<file path="src/rtl/flnvc_pkg.sv">
package flnvc_pkg;

    // command codes
    localparam logic [7:0] CMD_NV_WRITE_ENABLE = 8'h06;
    localparam logic [7:0] CMD_VOL_WRITE_ENABLE = 8'h50;
    localparam logic [7:0] CMD_WRITE_REGISTERS = 8'h01;
    localparam logic [7:0] CMD_READ_ANY_REGISTER = 8'h65;
    localparam logic [7:0] CMD_WRITE_ANY_REGISTER = 8'h71;
    localparam logic [7:0] CMD_ENTER_WIDE_INSTRUCTION = 8'h38;
    localparam logic [7:0] CMD_EXIT_WIDE_INSTRUCTION = 8'hF5;
    localparam logic [7:0] CMD_READ_STATUS = 8'h05;
    localparam logic [7:0] CMD_RESET_ENABLE = 8'h66;
    localparam logic [7:0] CMD_SOFT_RESET = 8'h99;

    // register addresses inside the any-register space
    localparam logic [23:0] ADDR_LIVE_STATUS_ONE = 24'h800000;
    localparam logic [23:0] ADDR_BOOT_INTERFACE_CONFIG = 24'h000003;
    localparam logic [23:0] ADDR_LIVE_INTERFACE_CONFIG = 24'h800003;

    // field positions of the interface configuration registers
    localparam int unsigned BIT_IO3_RESET = 7;
    localparam int unsigned BIT_DRIVE_HI = 6;
    localparam int unsigned BIT_DRIVE_LO = 5;
    localparam int unsigned BIT_RESERVED_HI = 4;
    localparam int unsigned BIT_WIDE_INSTRUCTION = 3;
    localparam int unsigned BIT_PROTECT_METHOD = 2;
    localparam int unsigned BIT_ADDRESS_BOOT = 1;
    localparam int unsigned BIT_ADDRESS_LIVE = 0;

    // status field positions
    localparam int unsigned BIT_STATUS_BUSY = 0;
    localparam int unsigned BIT_STATUS_WEL = 1;

    // reset value and writable masks
    localparam logic [7:0] BOOT_CONFIG_RESET = 8'h60;
    localparam logic [7:0] BOOT_CONFIG_WRITABLE = 8'hEE;
    localparam logic [7:0] LIVE_CONFIG_WRITABLE = 8'hED;

    // frame bit counts
    localparam logic [5:0] BITS_BYTE = 6'h08;
    localparam logic [5:0] BITS_ADDR_SHORT = 6'h18;
    localparam logic [5:0] BITS_ADDR_LONG = 6'h20;
    localparam logic [5:0] STEP_SERIAL = 6'h01;
    localparam logic [5:0] STEP_WIDE = 6'h04;

    // timing
    localparam int CLK_PERIOD_PS = 5000;
    localparam int PROG_TIME_NS = 100000;
    localparam int PROG_CYCLES = (PROG_TIME_NS * 1000 + CLK_PERIOD_PS - 1) / CLK_PERIOD_PS;

    typedef enum logic [2:0] {
        PH_IDLE = 3'b000,
        PH_CMD = 3'b001,
        PH_ADDR = 3'b010,
        PH_WDATA = 3'b011,
        PH_RDATA = 3'b100,
        PH_SKIP = 3'b101
    } flnvc_phase_type;

endpackage

</file>
<file path="src/rtl/flnvc_boot_config.sv">
// Behaviour
// boot register changed by 01h or 71h after 06h; read with 65h.
// bit 7 enables io3 as reset when cs high, quad off or wide off.
// io3 reset enable loaded from bit 7 after every reset.
// bits 6:5 drive strength, 00 strongest, 11 weakest, default 11.
// bit 3 boots four-wide instruction mode; default serial.
// instruction width loaded from bit 3 on every reset.
// host enters wide mode with 38h or a volatile register write.
// volatile width change takes effect at frame end; next frame uses it.
// host programs bit 3 with 71h then polls status busy bit 0.
// host leaves wide mode with F5h or a volatile register write.
// bit 2 selects protection method after reset: 0 legacy, 1 block lock.
// protection method loaded from bit 2 on every reset.
// bit 1 selects 3-byte (0) or 4-byte (1) addressing after reset.
// address length applies to variable-length address commands; 4-byte means 32 bits.
// bits 4 and 0 reserved, read 0.
// programming boot bit 1 also updates live address length bit.
// while programming, busy stays set and register writes are ignored.
`timescale 1ns/10ps
`default_nettype none
module flnvc_boot_config #(
    parameter int PROG_CYCLES = flnvc_pkg::PROG_CYCLES
) (
    // clock and reset
    input wire logic i_clk,
    input wire logic i_rst,
    // serial link pins
    input wire logic i_sclk,
    input wire logic i_cs_n,
    input wire logic [3:0] i_io,
    output logic [3:0] o_io,
    output logic [3:0] o_io_oe,
    // context from other configuration
    input wire logic i_quad_mode,
    // working configuration
    output logic o_io3_reset_enable,
    output logic [1:0] o_drive_strength,
    output logic o_four_wide_instruction_mode,
    output logic o_protect_method,
    output logic o_address_four_byte,
    output logic o_busy,
    output logic [7:0] o_boot_interface_config
);
    typedef struct packed {
        flnvc_pkg::flnvc_phase_type phase;
        logic [5:0] cnt;
        logic [31:0] sh;
        logic [7:0] cmd;
        logic [23:0] addr;
        logic [1:0] nbytes;
        logic got;
        logic [7:0] wdata;
        logic [7:0] rdata;
        logic [3:0] out;
        logic [3:0] oe;
        logic wel;
        logic wvel;
        logic rst_en;
        logic busy;
        logic [15:0] prog_cnt;
        logic [7:0] pend;
        logic [7:0] boot;
        logic [7:0] live;
        logic sclk_prev;
        logic cs_prev;
        logic [3:0] drv_hist;
    } flnvc_state_type;

    function automatic logic [7:0] load_live(input logic [7:0] boot);
        logic [7:0] v;
        v = boot & flnvc_pkg::BOOT_CONFIG_WRITABLE;
        v[flnvc_pkg::BIT_ADDRESS_LIVE] = boot[flnvc_pkg::BIT_ADDRESS_BOOT];
        return v;
    endfunction

    localparam flnvc_state_type ST_RESET = '{
        phase: flnvc_pkg::PH_IDLE, cnt: 6'h00, sh: 32'h0, cmd: 8'h00, addr: 24'h0,
        nbytes: 2'h0, got: 1'b0, wdata: 8'h00, rdata: 8'h00, out: 4'h0, oe: 4'h0,
        wel: 1'b0, wvel: 1'b0, rst_en: 1'b0, busy: 1'b0, prog_cnt: 16'h0000, drv_hist: 4'h0,
        pend: 8'h00, boot: flnvc_pkg::BOOT_CONFIG_RESET,
        live: load_live(flnvc_pkg::BOOT_CONFIG_RESET), sclk_prev: 1'b0, cs_prev: 1'b1};

    flnvc_state_type state_ff;
    flnvc_state_type nxt_state;
    logic [5:0] pins;

    flnvc_pin_sync #(.W(6), .RST_VAL(6'h1F)) u_sync (
        .i_clk(i_clk),
        .i_rst(i_rst),
        .i_async({i_sclk, i_cs_n, i_io}),
        .o_level(pins)
    );

    always_comb begin
        logic sclk_s;
        logic cs_s;
        logic [3:0] io_s;
        logic wide;
        logic [31:0] sh_n;
        logic [5:0] cnt_n;
        logic [7:0] status;
        logic hw_reset;
        logic wr_boot;
        logic wr_live;
        sclk_s = pins[5];
        cs_s = pins[4];
        io_s = pins[3:0];
        wide = state_ff.live[flnvc_pkg::BIT_WIDE_INSTRUCTION];
        sh_n = wide ? {state_ff.sh[27:0], io_s} : {state_ff.sh[30:0], io_s[0]};
        cnt_n = state_ff.cnt + (wide ? flnvc_pkg::STEP_WIDE : flnvc_pkg::STEP_SERIAL);
        status = 8'h00;
        status[flnvc_pkg::BIT_STATUS_BUSY] = state_ff.busy;
        status[flnvc_pkg::BIT_STATUS_WEL] = state_ff.wel;
        hw_reset = state_ff.live[flnvc_pkg::BIT_IO3_RESET] && !io_s[3] && !state_ff.oe[3]
            && state_ff.drv_hist == 4'h0 && (cs_s || !i_quad_mode || !wide);
        wr_boot = 1'b0;
        wr_live = 1'b0;
        nxt_state = state_ff;
        nxt_state.sclk_prev = sclk_s;
        nxt_state.cs_prev = cs_s;
        nxt_state.drv_hist = {state_ff.drv_hist[2:0], state_ff.oe[3]};

        if (state_ff.busy) begin
            if (state_ff.prog_cnt == 16'h0000) begin
                nxt_state.busy = 1'b0;
                nxt_state.wel = 1'b0;
                nxt_state.boot = state_ff.pend;
                nxt_state.live[flnvc_pkg::BIT_ADDRESS_LIVE] =
                    state_ff.pend[flnvc_pkg::BIT_ADDRESS_BOOT];
                nxt_state.live[flnvc_pkg::BIT_ADDRESS_BOOT] =
                    state_ff.pend[flnvc_pkg::BIT_ADDRESS_BOOT];
            end else begin
                nxt_state.prog_cnt = state_ff.prog_cnt - 16'h0001;
            end
        end

        if (cs_s) begin
            nxt_state.phase = flnvc_pkg::PH_IDLE;
            nxt_state.oe = 4'h0;
        end else if (state_ff.cs_prev) begin
            nxt_state.phase = flnvc_pkg::PH_CMD;
            nxt_state.cnt = 6'h00;
            nxt_state.got = 1'b0;
            nxt_state.nbytes = 2'h0;
        end else if (sclk_s && !state_ff.sclk_prev && state_ff.phase != flnvc_pkg::PH_RDATA
                     && state_ff.phase != flnvc_pkg::PH_IDLE) begin
            nxt_state.sh = sh_n;
            nxt_state.cnt = cnt_n;
            unique case (state_ff.phase)
                flnvc_pkg::PH_CMD: begin
                    if (cnt_n == flnvc_pkg::BITS_BYTE) begin
                        nxt_state.cmd = sh_n[7:0];
                        nxt_state.cnt = 6'h00;
                        unique case (sh_n[7:0])
                            flnvc_pkg::CMD_READ_ANY_REGISTER,
                            flnvc_pkg::CMD_WRITE_ANY_REGISTER: begin
                                nxt_state.phase = flnvc_pkg::PH_ADDR;
                            end
                            flnvc_pkg::CMD_WRITE_REGISTERS: begin
                                nxt_state.phase = flnvc_pkg::PH_WDATA;
                            end
                            flnvc_pkg::CMD_READ_STATUS: begin
                                nxt_state.phase = flnvc_pkg::PH_RDATA;
                                nxt_state.rdata = status;
                            end
                            default: begin
                                nxt_state.phase = flnvc_pkg::PH_SKIP;
                            end
                        endcase
                    end
                end
                flnvc_pkg::PH_ADDR: begin
                    if (cnt_n == (state_ff.live[flnvc_pkg::BIT_ADDRESS_LIVE]
                        ? flnvc_pkg::BITS_ADDR_LONG : flnvc_pkg::BITS_ADDR_SHORT)) begin
                        nxt_state.addr = sh_n[23:0];
                        nxt_state.cnt = 6'h00;
                        if (state_ff.cmd == flnvc_pkg::CMD_READ_ANY_REGISTER) begin
                            nxt_state.phase = flnvc_pkg::PH_RDATA;
                            if (sh_n[23:0] == flnvc_pkg::ADDR_BOOT_INTERFACE_CONFIG) begin
                                nxt_state.rdata = state_ff.boot;
                            end else if (sh_n[23:0] == flnvc_pkg::ADDR_LIVE_INTERFACE_CONFIG) begin
                                nxt_state.rdata = state_ff.live;
                            end else if (sh_n[23:0] == flnvc_pkg::ADDR_LIVE_STATUS_ONE) begin
                                nxt_state.rdata = status;
                            end else begin
                                nxt_state.rdata = 8'h00;
                            end
                        end else begin
                            nxt_state.phase = flnvc_pkg::PH_WDATA;
                        end
                    end
                end
                flnvc_pkg::PH_WDATA: begin
                    if (cnt_n == flnvc_pkg::BITS_BYTE) begin
                        nxt_state.cnt = 6'h00;
                        if ((state_ff.cmd == flnvc_pkg::CMD_WRITE_ANY_REGISTER
                             && state_ff.nbytes == 2'h0)
                            || (state_ff.cmd == flnvc_pkg::CMD_WRITE_REGISTERS
                                && state_ff.nbytes == 2'h2)) begin
                            nxt_state.wdata = sh_n[7:0];
                            nxt_state.got = 1'b1;
                        end
                        if (state_ff.nbytes != 2'h3) begin
                            nxt_state.nbytes = state_ff.nbytes + 2'h1;
                        end
                    end
                end
                flnvc_pkg::PH_SKIP: nxt_state.cnt = cnt_n;
                default: begin
                    nxt_state.phase = flnvc_pkg::PH_IDLE;
                end
            endcase
        end else if (!sclk_s && state_ff.sclk_prev && state_ff.phase == flnvc_pkg::PH_RDATA) begin
            if (wide) begin
                nxt_state.out = state_ff.rdata[7:4];
                nxt_state.oe = 4'hF;
                nxt_state.rdata = {state_ff.rdata[3:0], state_ff.rdata[7:4]};
            end else begin
                nxt_state.out = {2'b00, state_ff.rdata[7], 1'b0};
                nxt_state.oe = 4'h2;
                nxt_state.rdata = {state_ff.rdata[6:0], state_ff.rdata[7]};
            end
        end

        // commands act when chip select rises after a whole frame
        if (cs_s && !state_ff.cs_prev && !state_ff.busy) begin
            if (state_ff.phase == flnvc_pkg::PH_SKIP && state_ff.cnt == 6'h00) begin
                nxt_state.rst_en = state_ff.cmd == flnvc_pkg::CMD_RESET_ENABLE;
                unique case (state_ff.cmd)
                    flnvc_pkg::CMD_NV_WRITE_ENABLE: nxt_state.wel = 1'b1;
                    flnvc_pkg::CMD_VOL_WRITE_ENABLE: nxt_state.wvel = 1'b1;
                    flnvc_pkg::CMD_ENTER_WIDE_INSTRUCTION: begin
                        nxt_state.live[flnvc_pkg::BIT_WIDE_INSTRUCTION] = 1'b1;
                    end
                    flnvc_pkg::CMD_EXIT_WIDE_INSTRUCTION: begin
                        nxt_state.live[flnvc_pkg::BIT_WIDE_INSTRUCTION] = 1'b0;
                    end
                    default: nxt_state.rst_en = nxt_state.rst_en;
                endcase
                if (state_ff.cmd == flnvc_pkg::CMD_SOFT_RESET && state_ff.rst_en) begin
                    nxt_state.live = load_live(state_ff.boot);
                    nxt_state.wel = 1'b0;
                    nxt_state.wvel = 1'b0;
                end
            end else if (state_ff.phase == flnvc_pkg::PH_WDATA && state_ff.got
                         && state_ff.cnt == 6'h00) begin
                if (state_ff.cmd == flnvc_pkg::CMD_WRITE_REGISTERS) begin
                    wr_boot = state_ff.wel;
                    wr_live = state_ff.wvel && !state_ff.wel;
                end else begin
                    wr_boot = state_ff.wel
                        && state_ff.addr == flnvc_pkg::ADDR_BOOT_INTERFACE_CONFIG;
                    wr_live = (state_ff.wel || state_ff.wvel)
                        && state_ff.addr == flnvc_pkg::ADDR_LIVE_INTERFACE_CONFIG;
                end
                if (wr_boot) begin
                    nxt_state.pend = state_ff.wdata & flnvc_pkg::BOOT_CONFIG_WRITABLE;
                    nxt_state.busy = 1'b1;
                    nxt_state.prog_cnt = 16'(PROG_CYCLES - 1);
                end else begin
                    nxt_state.wel = 1'b0;
                end
                if (wr_live) begin
                    nxt_state.live = (state_ff.wdata & flnvc_pkg::LIVE_CONFIG_WRITABLE)
                        | (state_ff.live & ~flnvc_pkg::LIVE_CONFIG_WRITABLE);
                end
                nxt_state.wvel = 1'b0;
            end
        end

        if (hw_reset) begin
            nxt_state.live = load_live(state_ff.boot);
            nxt_state.phase = flnvc_pkg::PH_IDLE;
            nxt_state.oe = 4'h0;
            nxt_state.wel = state_ff.busy;
            nxt_state.wvel = 1'b0;
            nxt_state.rst_en = 1'b0;
        end
    end

    always_ff @(posedge i_clk) begin
        if (i_rst) begin
            state_ff <= ST_RESET;
        end else begin
            state_ff <= nxt_state;
        end
    end

    assign o_io = state_ff.out;
    assign o_io_oe = state_ff.oe;
    assign o_io3_reset_enable = state_ff.live[flnvc_pkg::BIT_IO3_RESET];
    assign o_drive_strength = state_ff.live[flnvc_pkg::BIT_DRIVE_HI:flnvc_pkg::BIT_DRIVE_LO];
    assign o_four_wide_instruction_mode = state_ff.live[flnvc_pkg::BIT_WIDE_INSTRUCTION];
    assign o_protect_method = state_ff.live[flnvc_pkg::BIT_PROTECT_METHOD];
    assign o_address_four_byte = state_ff.live[flnvc_pkg::BIT_ADDRESS_LIVE];
    assign o_busy = state_ff.busy;
    assign o_boot_interface_config = state_ff.boot;
endmodule
`default_nettype wire

</file>
<file path="src/rtl/flnvc_pin_sync.sv">
`timescale 1ns/10ps
`default_nettype none
module flnvc_pin_sync #(
    parameter int W = 1,
    parameter logic [W-1:0] RST_VAL = '0
) (
    // clock and reset
    input wire logic i_clk,
    input wire logic i_rst,
    // pins
    input wire logic [W-1:0] i_async,
    output logic [W-1:0] o_level
);
    typedef struct packed {
        logic [W-1:0] s1;
        logic [W-1:0] s2;
        logic [W-1:0] s3;
        logic [W-1:0] lvl;
    } flnvc_sync_type;

    flnvc_sync_type sync_ff;
    flnvc_sync_type nxt_sync;

    always_comb begin
        nxt_sync = sync_ff;
        nxt_sync.s1 = i_async;
        nxt_sync.s2 = sync_ff.s1;
        nxt_sync.s3 = sync_ff.s2;
        // a bit changes once the second and third stages agree
        for (int i = 0; i < W; i++) begin
            if (sync_ff.s2[i] == sync_ff.s3[i]) begin
                nxt_sync.lvl[i] = sync_ff.s3[i];
            end
        end
    end

    always_ff @(posedge i_clk) begin
        if (i_rst) begin
            sync_ff <= '{s1: RST_VAL, s2: RST_VAL, s3: RST_VAL, lvl: RST_VAL};
        end else begin
            sync_ff <= nxt_sync;
        end
    end

    assign o_level = sync_ff.lvl;
endmodule
`default_nettype wire

</file>
<file path="config.mk">
export PLATFORM = sky130hd
export DESIGN_NAME = flnvc_boot_config
export DESIGN_NICKNAME = d
export VERILOG_FILES = /design/src/rtl/flnvc_pkg.sv /design/src/rtl/flnvc_boot_config.sv /design/src/rtl/flnvc_pin_sync.sv
export SDC_FILE = /design/constraint.sdc
export NUM_CORES = 1
export LEC_CHECK = 0
export BUFFER_PORTS_ARGS = -buffer_cell sky130_fd_sc_hd__buf_2
export CAP_MARGIN = 30
export CORE_ASPECT_RATIO = 1.1
export CORE_MARGIN = 5
export CORE_UTILIZATION = 40
export DETAILED_ROUTE_END_ITERATION = 10
export PLACE_DENSITY = 0.63
export REMOVE_ABC_BUFFERS = 1
export SKIP_CTS_REPAIR_TIMING = 1
export SLEW_MARGIN = 20
export SYNTH_ARGS = -nofsm -noshare
export SYNTH_HDL_FRONTEND = slang
export SYNTH_SLANG_ARGS = --single-unit
export TNS_END_PERCENT = 100
</file>
<file path="constraint.sdc">
create_clock -name i_clk -period 6.9 [get_ports i_clk]
set_input_delay 1.38 -clock i_clk [delete_from_list [all_inputs] [get_ports i_clk]]
set_output_delay 1.38 -clock i_clk [all_outputs]
set_load 0.05 [all_outputs]
</file>
==> results by group, run 1 <==
Clocking
  • Clock slew at reported path FFs: 0.07 ns
  • CTS buffer count: 17
  • CTS tree: done
  • Latest clock arrival within the worst-skew pair: 0.43 ns
  • Maximum clock insertion buffer count: 2
  • Clock sink total: 157
  • Root buf cell: clkbuf_16
  • H-tree levels: 4

Detailed routing
  • Met2 Wirelength: 8.306 mm
  • DR pass1 iterations: 5
  • DR WL/cell: 16.44 um
  • Met1 wire length: 8.302 mm
  • DRC: 0
  • Top Layer Used: met4
  • Post-route ant nets: 0
  • Via-per-instance ratio: 5.535
  • WL met3: 916 um
  • Drt total wl: 17.83 mm
  • Via count: 6005
  • DRT iter0 DRCs: 490

Layout
  • Core Util, Final: 44.51%
  • Final instance area: 8109 um^2
  • Commonest cells after routing, fill and taps aside: dfxtp_1 (156), nor2_1 (116), a211oi_1 (57), a21oi_1 (56), nand2_1 (54)
  • Share of cells above drive strength 1: 12.71%
  • Final #Nets: 845
  • Commonest non-fill, non-tap cell in the layout: dfxtp_1
  • Diodes inserted: 0
  • Area growth from synthesis to layout: 10.62%

Power and ir drop
  • Pwr dens: 229.9 nW/um^2
  • VDD IR max: 156.5 uV
  • Leakage dissipation: 0.002729 uW
  • Pwr Total: 1864 uW

Run status
  • Outcome: completed

Timing
  • Final min period: 3.803 ns
  • Crit share post-route: 55.11%
  • Fin. Hold Viols: 0
  • Skew final: 0.009713 ns
  • Max Clk Rate: 263.0 MHz
  • Max Transition Viols Final: 0
  • Tightest Pin Transition: 0.9342 ns
  • Fin Hold WS: 0.4075 ns
  • Relative slew slack: 37.55%
  • TNS Setup: 0 ns
  • Setup violations, final: 0
  • RSZ-0062 raised after global routing: false

Yosys
  • Ys flop type: dfxtp_1
  • Synth Cell Area: 7331 um^2
  • Netlist cell types: 77
  • Synth top area cells: dfxtp_1 (43%), mux2i_1 (6.8%), nor2_1 (5.9%)
  • Average size of a mapped cell: 8.779 um^2
  • Post-synth EDFFs: 0
  • Seq/Total Area, Yosys: 42.87%
  • Yosys reg bits: 157
  • Ys Warns: 0
  • Cells after Synth: 835
  • Post-synth top area share: 42.87%
  • Area leader, netlist: dfxtp_1
  • Post-synth ARST share: 0%

Worst setup path
  • Arr. time, crit path: 4.09 ns
  • Crit path launch type: flip-flop
  • Critical Path Sink Type: flip-flop
  • Critical Path RT: 7.18 ns
  • CP Max Fanout: 47
  • CP Class: flip-flop to flip-flop

Global routing
  • Gr usage total: 16.92%
  • First-pass GRT wire length: 29.66 mm
  • Total grt overflow: 0
  • Largest net degree at the start of global routing: 79
  • Vias in the first global route: 5638
  • Initial antenna violation count: 0

Flow run
  • Max-cap viol count: 0

Die
  • Initial cell density of the core: 40.24%
  • Die height: 152.0 um
  • Die area: 21140 um^2
  • Core footprint: 18220 um^2
  • Die width: 139.1 um
  • Rows: 52
  • Num ports: 32

Placed design
  • RD Place Congestion: 0.8968
  • DPL Wire Length: 12.04 mm
  • DP Area: 7522 um^2
  • IO Port Bufs: 29

Worst hold path
  • Worst min path class: flip-flop to flip-flop
path summary, 6_finish.rpt:
check	from	end	slack, ns	cells past startpoint
worst max-delay path	o_four_wide_instruction_mode$_SDFFE_PP0P_	state_ff[77]$_SDFFE_PP0P_	3.10	9
worst min-delay path	u_sync.nxt_sync[12]$_SDFF_PP1_	u_sync.nxt_sync[6]$_SDFF_PP1_	0.41	1
worst max register to register	o_four_wide_instruction_mode$_SDFFE_PP0P_	state_ff[77]$_SDFFE_PP0P_	3.10	9
worst min register to register	u_sync.nxt_sync[12]$_SDFF_PP1_	u_sync.nxt_sync[6]$_SDFF_PP1_	0.41	1
metrics by stage:
step,cells,setup WS [ns]
global placement,1051,3.152
finish,1085,3.097
global route,1085,2.765
CTS,1084,3.078
floorplan,774,1.279
detailed placement,1052,3.107
where the power goes:
part / switching [uW] / internal, uW / leakage [uW]
combinational: 19.6 / 6.06 / 0.00118
sequential: 1.81 / 910 / 0.00127
clock: 400 / 526 / 0.000277
Yosys cell counts, types with 8 or more instances:
master    number
dfxtp_1      157
nor2_1       116
a211oi_1      57
a21oi_1       56
nand2_1       54
mux2i_1       50
nor3_1        30
clkbuf_1      28
or2_2         20
buf_4         19
nand3_1       19
o21ai_0       17
nor4_1        15
nor2b_1       14
nand2b_1      10
nand4_1       10
xor2_1        10
buf_2          9
inv_1          8
nand3b_1       8
o22ai_1        8
area by class of cell:
type	instances	area [um^2]
Clock buffer	20	456.7
Clock inverter	12	125.1
Fill cell	1785	10110
Inverter	8	30.03
Multi-Input combinational cell	609	3851
Sequential cell	157	3144
Tap cell	243	304.0
Timing Repair Buffer	36	197.7
logic make-up after synthesis:
kind of cell | count (synthesis) | synth area share (%)
muxes | 53 | 7.288
other | 1 | 0.05115
DFF | 157 | 42.87
buffers and inverters | 70 | 4.813
adders and majority gates | 7 | 1.195
and+or+nand+nor | 340 | 23.66
AOI/OAI and AO/OA | 190 | 18.09
xor gates and xnor gates | 17 | 2.031
registers in the layout (all words and copies together), names as in the netlist:
register                      count
o_io3_reset_enable                1
o_drive_strength                  2
u_sync.o_level                    6
o_io_oe                           2
state_ff                        111
o_busy                            1
u_sync.sync_ff                    6
o_four_wide_instruction_mode      1
u_sync.nxt_sync                  12
o_boot_interface_config           6
o_io                              4
nxt_state                         3
o_address_four_byte               1
o_protect_method                  1
critical path, cell delays in order, from the launching register on:
cell	delay, ns
dfxtp_2	0.51
buf_4	0.50
ha_1	0.38
a31oi_1	0.35
xor2_1	0.19
or4_1	0.71
a211oi_4	0.28
buf_4	0.44
mux2i_1	0.24
nor2_1	0.05
routing by layer:
| metal | vias to the layer above | track usage [%] |
|---|---|---|
| met5 | - | 0 |
| li1 | 3007 | - |
| met4 | 0 | 5.312 |
| met2 | 135 | 27.12 |
| met3 | 23 | 4.213 |
| met1 | 2840 | 22.52 |
No activity file was read; power rests on OpenSTA's default activity.
==> inputs of run 2 (changes only) <==
--- a/config.mk
+++ b/config.mk
@@ -5,13 +5,14 @@
 export SDC_FILE = /design/constraint.sdc
 export NUM_CORES = 1
 export LEC_CHECK = 0
+export ABC_AREA = 1
 export BUFFER_PORTS_ARGS = -buffer_cell sky130_fd_sc_hd__buf_2
 export CAP_MARGIN = 30
 export CORE_ASPECT_RATIO = 1.1
 export CORE_MARGIN = 5
 export CORE_UTILIZATION = 40
 export DETAILED_ROUTE_END_ITERATION = 10
-export PLACE_DENSITY = 0.63
+export PLACE_DENSITY = 0.65
 export REMOVE_ABC_BUFFERS = 1
 export SKIP_CTS_REPAIR_TIMING = 1
 export SLEW_MARGIN = 20
==> constraint.sdc (replaced) <==
create_clock -name i_clk -period 3.1 [get_ports i_clk]
set_input_delay 0.62 -clock i_clk [delete_from_list [all_inputs] [get_ports i_clk]]
set_output_delay 0.62 -clock i_clk [all_outputs]
set_load 0.05 [all_outputs]
==> run 2 against run 1 <==
  * Synthesized cell count is 35% higher
  * Critical path type unchanged
  * Critical endpoint is now state_ff[103]$_SDFFE_PP0P_
  * Maximum frequency grew 55%
  * Setup slack got worse by 2.5 ns
==> results by group, run 2 <==
Yosys
  • Area leader, netlist: dfxtp_1
  • Post-synth EDFFs: 0 (unchanged)
  • Commonest cells in the synthesized netlist: nand2_1 (240), dfxtp_1 (157), inv_1 (148), nor2_1 (132), a21oi_1 (94)
  • Ys Warns: 0 (unchanged)
  • Seq/Total Area, Yosys: 40.81% (-2.1 points)
  • Synth top area cells: dfxtp_1 (41%), nand2_1 (12%), inv_1 (7.2%)
  • Cells after Synth: 1125 (+35%)
  • Most common cell in the synthesized netlist: nand2_1
  • Average size of a mapped cell: 6.845 um^2 (-22%)
  • Netlist cell types: 42 (-45%)
  • Post-synth ARST share: 0% (unchanged)
  • Synth Cell Area: 7701 um^2 (+5.1%)
  • Yosys reg bits: 157 (unchanged)
  • Post-synth top area share: 40.81% (-2.1 points)
  • Ys flop type: dfxtp_1

Power and ir drop
  • P_int: 3433 uW (+140%)
  • Sw Ratio: 21.56% (-1.1 points)
  • Logic pwr share: 1.6% (+0.2 points)
  • P_sw: 943.6 uW (+120%)
  • Leakage dissipation: 0.003715 uW (+36%)
  • Seq pwr share: 46.4% (-2.5 points)
  • Pwr dens: 511.2 nW/um^2 (+120%)
  • Pwr Total: 4377 uW (+130%)
  • Clock share of power: 52.0% (+2.3 points)
  • VDD IR max: 362.7 uV (+130%)

Clocking
  • Root buf cell: clkbuf_16
  • Clock slew at reported path FFs: 0.07 ns (about the same)
  • Clock sink total: 157 (unchanged)
  • CTS tree: done
  • H-tree levels: 4 (unchanged)
  • CTS buffer count: 17 (unchanged)
  • Maximum clock insertion buffer count: 2 (unchanged)
  • Latest clock arrival within the worst-skew pair: 0.43 ns (about the same)

Detailed routing
  • Via-per-instance ratio: 5.097 (-7.9%)
  • DRT iter0 DRCs: 542 (+11%)
  • DR WL/cell: 13.86 um (-16%)
  • DRC: 0 (unchanged)
  • Post-route ant nets: 0 (unchanged)
  • Via count: 7074 (+18%)
  • DR pass1 iterations: 4 (-1)
  • Drt total wl: 19.24 mm (+7.9%)

Die
  • Die width: 142.3 um (+2.3%)
  • Die area: 22130 um^2 (+4.7%)
  • Initial cell density of the core: 40.46% (+0.22 points)
  • Die height: 155.5 um (+2.3%)
  • Core footprint: 19030 um^2 (+4.5%)
  • Rows: 53 (+1.9%)
  • Num ports: 32 (unchanged)

Run status
  • Outcome: completed

Timing
  • TNS Setup: 0 ns (unchanged)
  • RSZ-0062 raised after global routing: false
  • Max Transition Viols Final: 0 (unchanged)
  • Tightest Pin Transition: 0.7294 ns (-0.2048 ns)
  • Max Clk Rate: 407.0 MHz (+55%)
  • Crit share post-route: 79.25% (+24 points)
  • Fin worst setup slack: 0.6433 ns (-2.454 ns)
  • Skew final: 0.009344 ns (-0.0003697 ns)
  • Relative slew slack: 51.38% (+14 points)
  • Fin. Hold Viols: 0 (unchanged)
  • Final min period: 2.457 ns (-1.346 ns)
  • Setup violations, final: 0 (unchanged)

Global routing
  • First-pass GRT wire length: 32.35 mm (+9.1%)
  • Largest net degree at the start of global routing: 68 (-14%)
  • Vias in the first global route: 6604 (+17%)
  • Gr usage total: 18.17% (+1.2 points)
  • Total grt overflow: 0 (unchanged)
  • Initial antenna violation count: 0 (unchanged)

Worst setup path
  • CP Class: flip-flop to flip-flop
  • Critical Path RT: 3.43 ns (-3.75 ns)
  • CP Max Fanout: 8 (-83%)
  • Arr. time, crit path: 2.79 ns (-1.30 ns)
  • Crit path launch type: flip-flop
  • Critical Path Sink Type: flip-flop

Layout
  • Area growth from synthesis to layout: 11.18%
  • Commonest cells after routing, fill and taps aside: nand2_1 (240), dfxtp_1 (156), inv_1 (147), nor2_1 (132), a21oi_1 (94)
  • Final #Nets: 1144 (+35%)
  • Share of cells above drive strength 1: 10.34% (-2.4 points)
  • Commonest non-fill, non-tap cell in the layout: nand2_1
  • Largest register FFs: 111 (unchanged)
  • Final instance area: 8562 um^2 (+5.6%)
  • Diodes inserted: 0 (unchanged)
  • # fillers: 1961 (+9.9%)
  • Reg with most FFs: state_ff

Placed design
  • RD Place Congestion: 0.9192 (+2.5%)
  • IO Port Bufs: 29 (unchanged)
  • DP Area: 7919 um^2 (+5.3%)
  • Post-place setup slack: 0.6408 ns (-2.466 ns)
  • DPL Wire Length: 13.98 mm (+16%)

Flow run
  • Max-cap viol count: 0 (unchanged)

Worst hold path
  • Worst min path class: input pin to flip-flop
-- run 2: cell types whose count changed after synthesis, moves of 41 or more --
cell and change:
a211oi_1 -43, o21ai_0 +73, nand2_1 +186, nand3_1 +41, mux2i_1 -50, inv_1 +140
-- run 2: layout make-up --
| class | instances | area (um^2) | area share (%) |
|---|---|---|---|
| multi-input combinational | 759 | 3655 | 42.69 |
| tap | 247 | 309.0 | 3.610 |
| sequential | 157 | 3144 | 36.72 |
| inverter | 154 | 578.1 | 6.751 |
| timing repair buffer | 39 | 232.7 | 2.718 |
| clock inverter | 14 | 203.9 | 2.382 |
| clock buffer | 18 | 439.2 | 5.129 |
-- run 2: layer usage --
layer / routed length [um] / global-route usage (%) / up-vias
met5: 0 / 0 / -
met2: 8735 / 29.73 / 202
li1: - / - / 3633
met1: 9058 / 23.80 / 3205
met4: 472 / 7.379 / 0
met3: 974 / 3.166 / 34
-- run 2: power by group through the flow --
stage	registers [uW]	clock network [uW]	logic, uW
global route	2030	2410	80.9
finish	2030	2280	71.6
CTS	2030	2320	72.1
global placement	2080	0	71.9
floorplan	2070	0	39.6
detailed placement	2080	0	72.0
-- run 2: logic make-up (layout without fill, tap and decap cells) --
family | Yosys count | in the layout | synth area share (%)
AOI/OAI and AO/OA | 223 | 223 | 15.86
xor gates and xnor gates | 3 | 3 | 0.3412
adders and majority gates | 7 | 7 | 1.137
buffers and inverters | 210 | 225 | 11.78
DFF | 157 | 157 | 40.81
other | 1 | 2 | 0.04869
and+or+nand+nor | 524 | 524 | 30.02
-- run 2: worst paths after layout --
check	startpoint	end	slack, ns	depth (start not counted)
worst min register to register	u_sync.nxt_sync[17]$_SDFF_PP0_	u_sync.nxt_sync[11]$_SDFF_PP0_	0.40	2
worst min-delay path	i_io[1]	u_sync.nxt_sync[13]$_SDFF_PP1_	0.37	2
worst max register to register	o_four_wide_instruction_mode$_SDFFE_PP0P_	state_ff[103]$_SDFFE_PP0P_	0.64	10
worst max-delay path	o_four_wide_instruction_mode$_SDFFE_PP0P_	state_ff[103]$_SDFFE_PP0P_	0.64	10
-- run 2: worst max-delay path, stage by stage, from the launching register on --
cell,delay (ns)
dfxtp_2,0.35
inv_2,0.04
ha_1,0.21
ha_1,0.30
nor2_1,0.10
o21ai_0,0.11
nor2_1,0.15
nand3_2,0.18
nor3_1,0.35
nand2_1,0.27
a221oi_1,0.30
-- run 2: through the flow --
step           utilization, %  instances  hold WS, ns
6_report                44.99       1388       0.3665
5_1_grt                 44.99       1388       0.3523
4_1_cts                 44.99       1388       0.3515
3_5_place_dp            41.61       1356       0.3946
3_3_place_gp            41.61       1356       0.3921
2_1_floorplan               -       1070       0.3883
==> inputs of run 3 (changes only) <==
--- a/config.mk
+++ b/config.mk
@@ -12,7 +12,7 @@
 export CORE_MARGIN = 5
 export CORE_UTILIZATION = 40
 export DETAILED_ROUTE_END_ITERATION = 10
-export PLACE_DENSITY = 0.65
+export PLACE_DENSITY = 0.63
 export REMOVE_ABC_BUFFERS = 1
 export SKIP_CTS_REPAIR_TIMING = 1
 export SLEW_MARGIN = 20
==> constraint.sdc (replaced) <==
create_clock -name i_clk -period 2.45 [get_ports i_clk]
set_input_delay 0.49 -clock i_clk [delete_from_list [all_inputs] [get_ports i_clk]]
set_output_delay 0.49 -clock i_clk [all_outputs]
set_load 0.05 [all_outputs]
==> run 3 against run 2 <==
  * Register-to-register slack worse by 0.49 ns
  * Maximum frequency is 7.2% higher
  * Clock power is 14% higher
  * Global-route usage is 0.26 points lower
  * Routed wire length hardly changed
  * Cell count is 1.1% higher
  * Highest routed layer unchanged
==> results by group, run 3 (synthesized netlist as in run 2, its figures left out) <==
Run status
  • Outcome: completed

Clocking
  • Maximum clock insertion buffer count: 2 (unchanged)
  • H-tree levels: 4 (unchanged)
  • Root buf cell: clkbuf_16
  • CTS buffer count: 17 (unchanged)
  • CTS tree: done
  • Latest clock arrival within the worst-skew pair: 0.43 ns (about the same)
  • Clock slew at reported path FFs: 0.07 ns (about the same)
  • Clock sink total: 157 (unchanged)

Flow run
  • Max-cap viol count: 0 (unchanged)

Timing
  • Tightest Pin Transition: 0.7253 ns (-0.004029 ns)
  • Relative slew slack: 51.64% (+0.27 points)
  • Fin. Hold Viols: 0 (unchanged)
  • Skew final: 0.008412 ns (-0.0009316 ns)
  • Setup violations, final: 0 (unchanged)
  • TNS Setup: 0 ns (unchanged)
  • Max Clk Rate: 436.3 MHz (+7.2%)
  • Final min period: 2.292 ns (-0.1646 ns)
  • Max Transition Viols Final: 0 (unchanged)
  • Fin Hold WS: 0.2400 ns (-0.1265 ns)
  • Crit share post-route: 93.55% (+14 points)

Global routing
  • Largest net degree at the start of global routing: 73 (+7.4%)
  • First-pass GRT wire length: 31.95 mm (-1.2%)
  • Initial antenna violation count: 0 (unchanged)
  • Vias in the first global route: 6444 (-2.4%)
  • Total grt overflow: 0 (unchanged)
  • Gr usage total: 17.90% (-0.26 points)

Placed design
  • DP Area: 8024 um^2 (+1.3%)
  • IO Port Bufs: 29 (unchanged)
  • RD Place Congestion: 0.8969 (-2.4%)
  • DPL Wire Length: 13.94 mm (-0.29%)
  • Placed cell count: 1370 (+1.0%)

Detailed routing
  • DRT iter0 DRCs: 484 (-11%)
  • DR pass1 iterations: 5 (+1)
  • Post-route ant nets: 0 (unchanged)
  • Via-per-instance ratio: 5.019 (-1.5%)
  • Via count: 7041 (-0.47%)
  • DR WL/cell: 13.72 um (-1.0%)
  • DRC: 0 (unchanged)
  • Drt total wl: 19.25 mm (about the same)

Layout
  • Commonest non-fill, non-tap cell in the layout: nand2_1
  • Area growth from synthesis to layout: 12.69%
  • Largest register FFs: 111 (unchanged)
  • Multi-input gate area: 3696 um^2 (+1.1%)
  • Diodes inserted: 0 (unchanged)
  • Share of cells above drive strength 1: 12.11% (+1.8 points)
  • Reg area: 3144 um^2 (unchanged)
  • Commonest cells after routing, fill and taps aside: nand2_1 (238), dfxtp_1 (156), inv_1 (147), nor2_1 (131), a21oi_1 (94)
  • Final instance area: 8678 um^2 (+1.4%)
  • # fillers: 2008 (+2.4%)
  • Core Util, Final: 45.60% (+0.61 points)
  • Reg with most FFs: state_ff
  • Final #Nets: 1159 (+1.3%)
  • Finished Layout Cells: 1403 (+1.1%)

Die
  • Initial cell density of the core: 40.46% (unchanged)
  • Num ports: 32 (unchanged)
  • Die height: 155.5 um (unchanged)
  • Die area: 22130 um^2 (unchanged)
  • Core footprint: 19030 um^2 (unchanged)
  • Rows: 53 (unchanged)
  • Die width: 142.3 um (unchanged)

Worst setup path
  • Crit path launch type: flip-flop
  • Arr. time, crit path: 2.60 ns (-0.19 ns)
  • CP Max Fanout: 38 (+30)
  • Worst setup startpoint: o_four_wide_instruction_mode$_SDFFE_PP0P_
  • Reg2Reg Launch Point: o_four_wide_instruction_mode$_SDFFE_PP0P_
  • Setup crit end: state_ff[95]$_SDFFE_PP0P_
  • R2R Path End: state_ff[95]$_SDFFE_PP0P_
  • Reg2reg setup slack: 0.16 ns (-0.49 ns)
  • Critical Path Sink Type: flip-flop
  • CP Class: flip-flop to flip-flop
  • Number of cells on the worst reg-to-reg path: 14 (+4)
  • Critical Path RT: 2.76 ns (-0.67 ns)

Power and ir drop
  • VDD IR max: 415.1 uV (+14%)
  • Leakage dissipation: 0.003766 uW (+1.4%)
  • Pwr dens: 607.6 nW/um^2 (+19%)

Worst hold path
  • Hold path depth: 2 (unchanged)
  • Worst min path class: input pin to flip-flop
==> run 3: layout make-up <==
cell class | instances | area share (%)
repair buffers | 54 | 4.253
clock buffers | 19 | 5.219
inverters | 154 | 6.661
flip-flops and latches | 157 | 36.23
well taps | 247 | 3.561
clock inverters | 13 | 1.485
multi-input cells | 759 | 42.59
==> run 3: per-layer routing <==
layer,wire [um],share of wire (%),global-route usage [%]
met4,386,2.0,5.613
met3,952,4.9,3.996
met2,8831,46,28.94
met1,9075,47,23.92
met5,0,0,0
==> run 3: how the worst min path moves through the flow <==
stage                     slack, ns                              to                           start
final                          0.24  u_sync.nxt_sync[13]$_SDFF_PP1_                         i_io[1]
after global routing           0.23  u_sync.nxt_sync[15]$_SDFF_PP1_                         i_io[3]
after CTS                      0.22  u_sync.nxt_sync[15]$_SDFF_PP1_                         i_io[3]
after detailed placement       0.39   u_sync.nxt_sync[6]$_SDFF_PP1_  u_sync.nxt_sync[12]$_SDFF_PP1_
after global placement         0.39  u_sync.nxt_sync[11]$_SDFF_PP0_  u_sync.nxt_sync[17]$_SDFF_PP0_
after floorplan                0.39  u_sync.nxt_sync[11]$_SDFF_PP0_  u_sync.nxt_sync[17]$_SDFF_PP0_
==> run 3: critical path, cell delays in order (launching register included) <==
cell and delay (ns):
dfxtp_2 0.34, inv_2 0.06, ha_1 0.19, ha_1 0.21
nand2_1 0.08, nand2_1 0.07, nand3_1 0.11, nand2_2 0.14
nand3_1 0.08, nand2_1 0.08, nand3_2 0.12, nand3b_1 0.20
buf_6 0.21, o21ai_0 0.21, a21oi_1 0.06
==> run 3: metrics by stage <==
stage          setup WS [ns]  power (uW)
6_report              0.1579        5273
5_1_grt             -0.01040        5453
4_1_cts              0.09237        5332
3_5_place_dp          0.1055        2718
3_3_place_gp          0.1786        2716
2_1_floorplan         -1.729        2675
==> run 3: power by group <==
group / switching (uW) / internal, uW
sequential: 4.42 / 2560
combinational: 63.1 / 27.1
clock: 1140 / 1470
total: 1210 / 4070
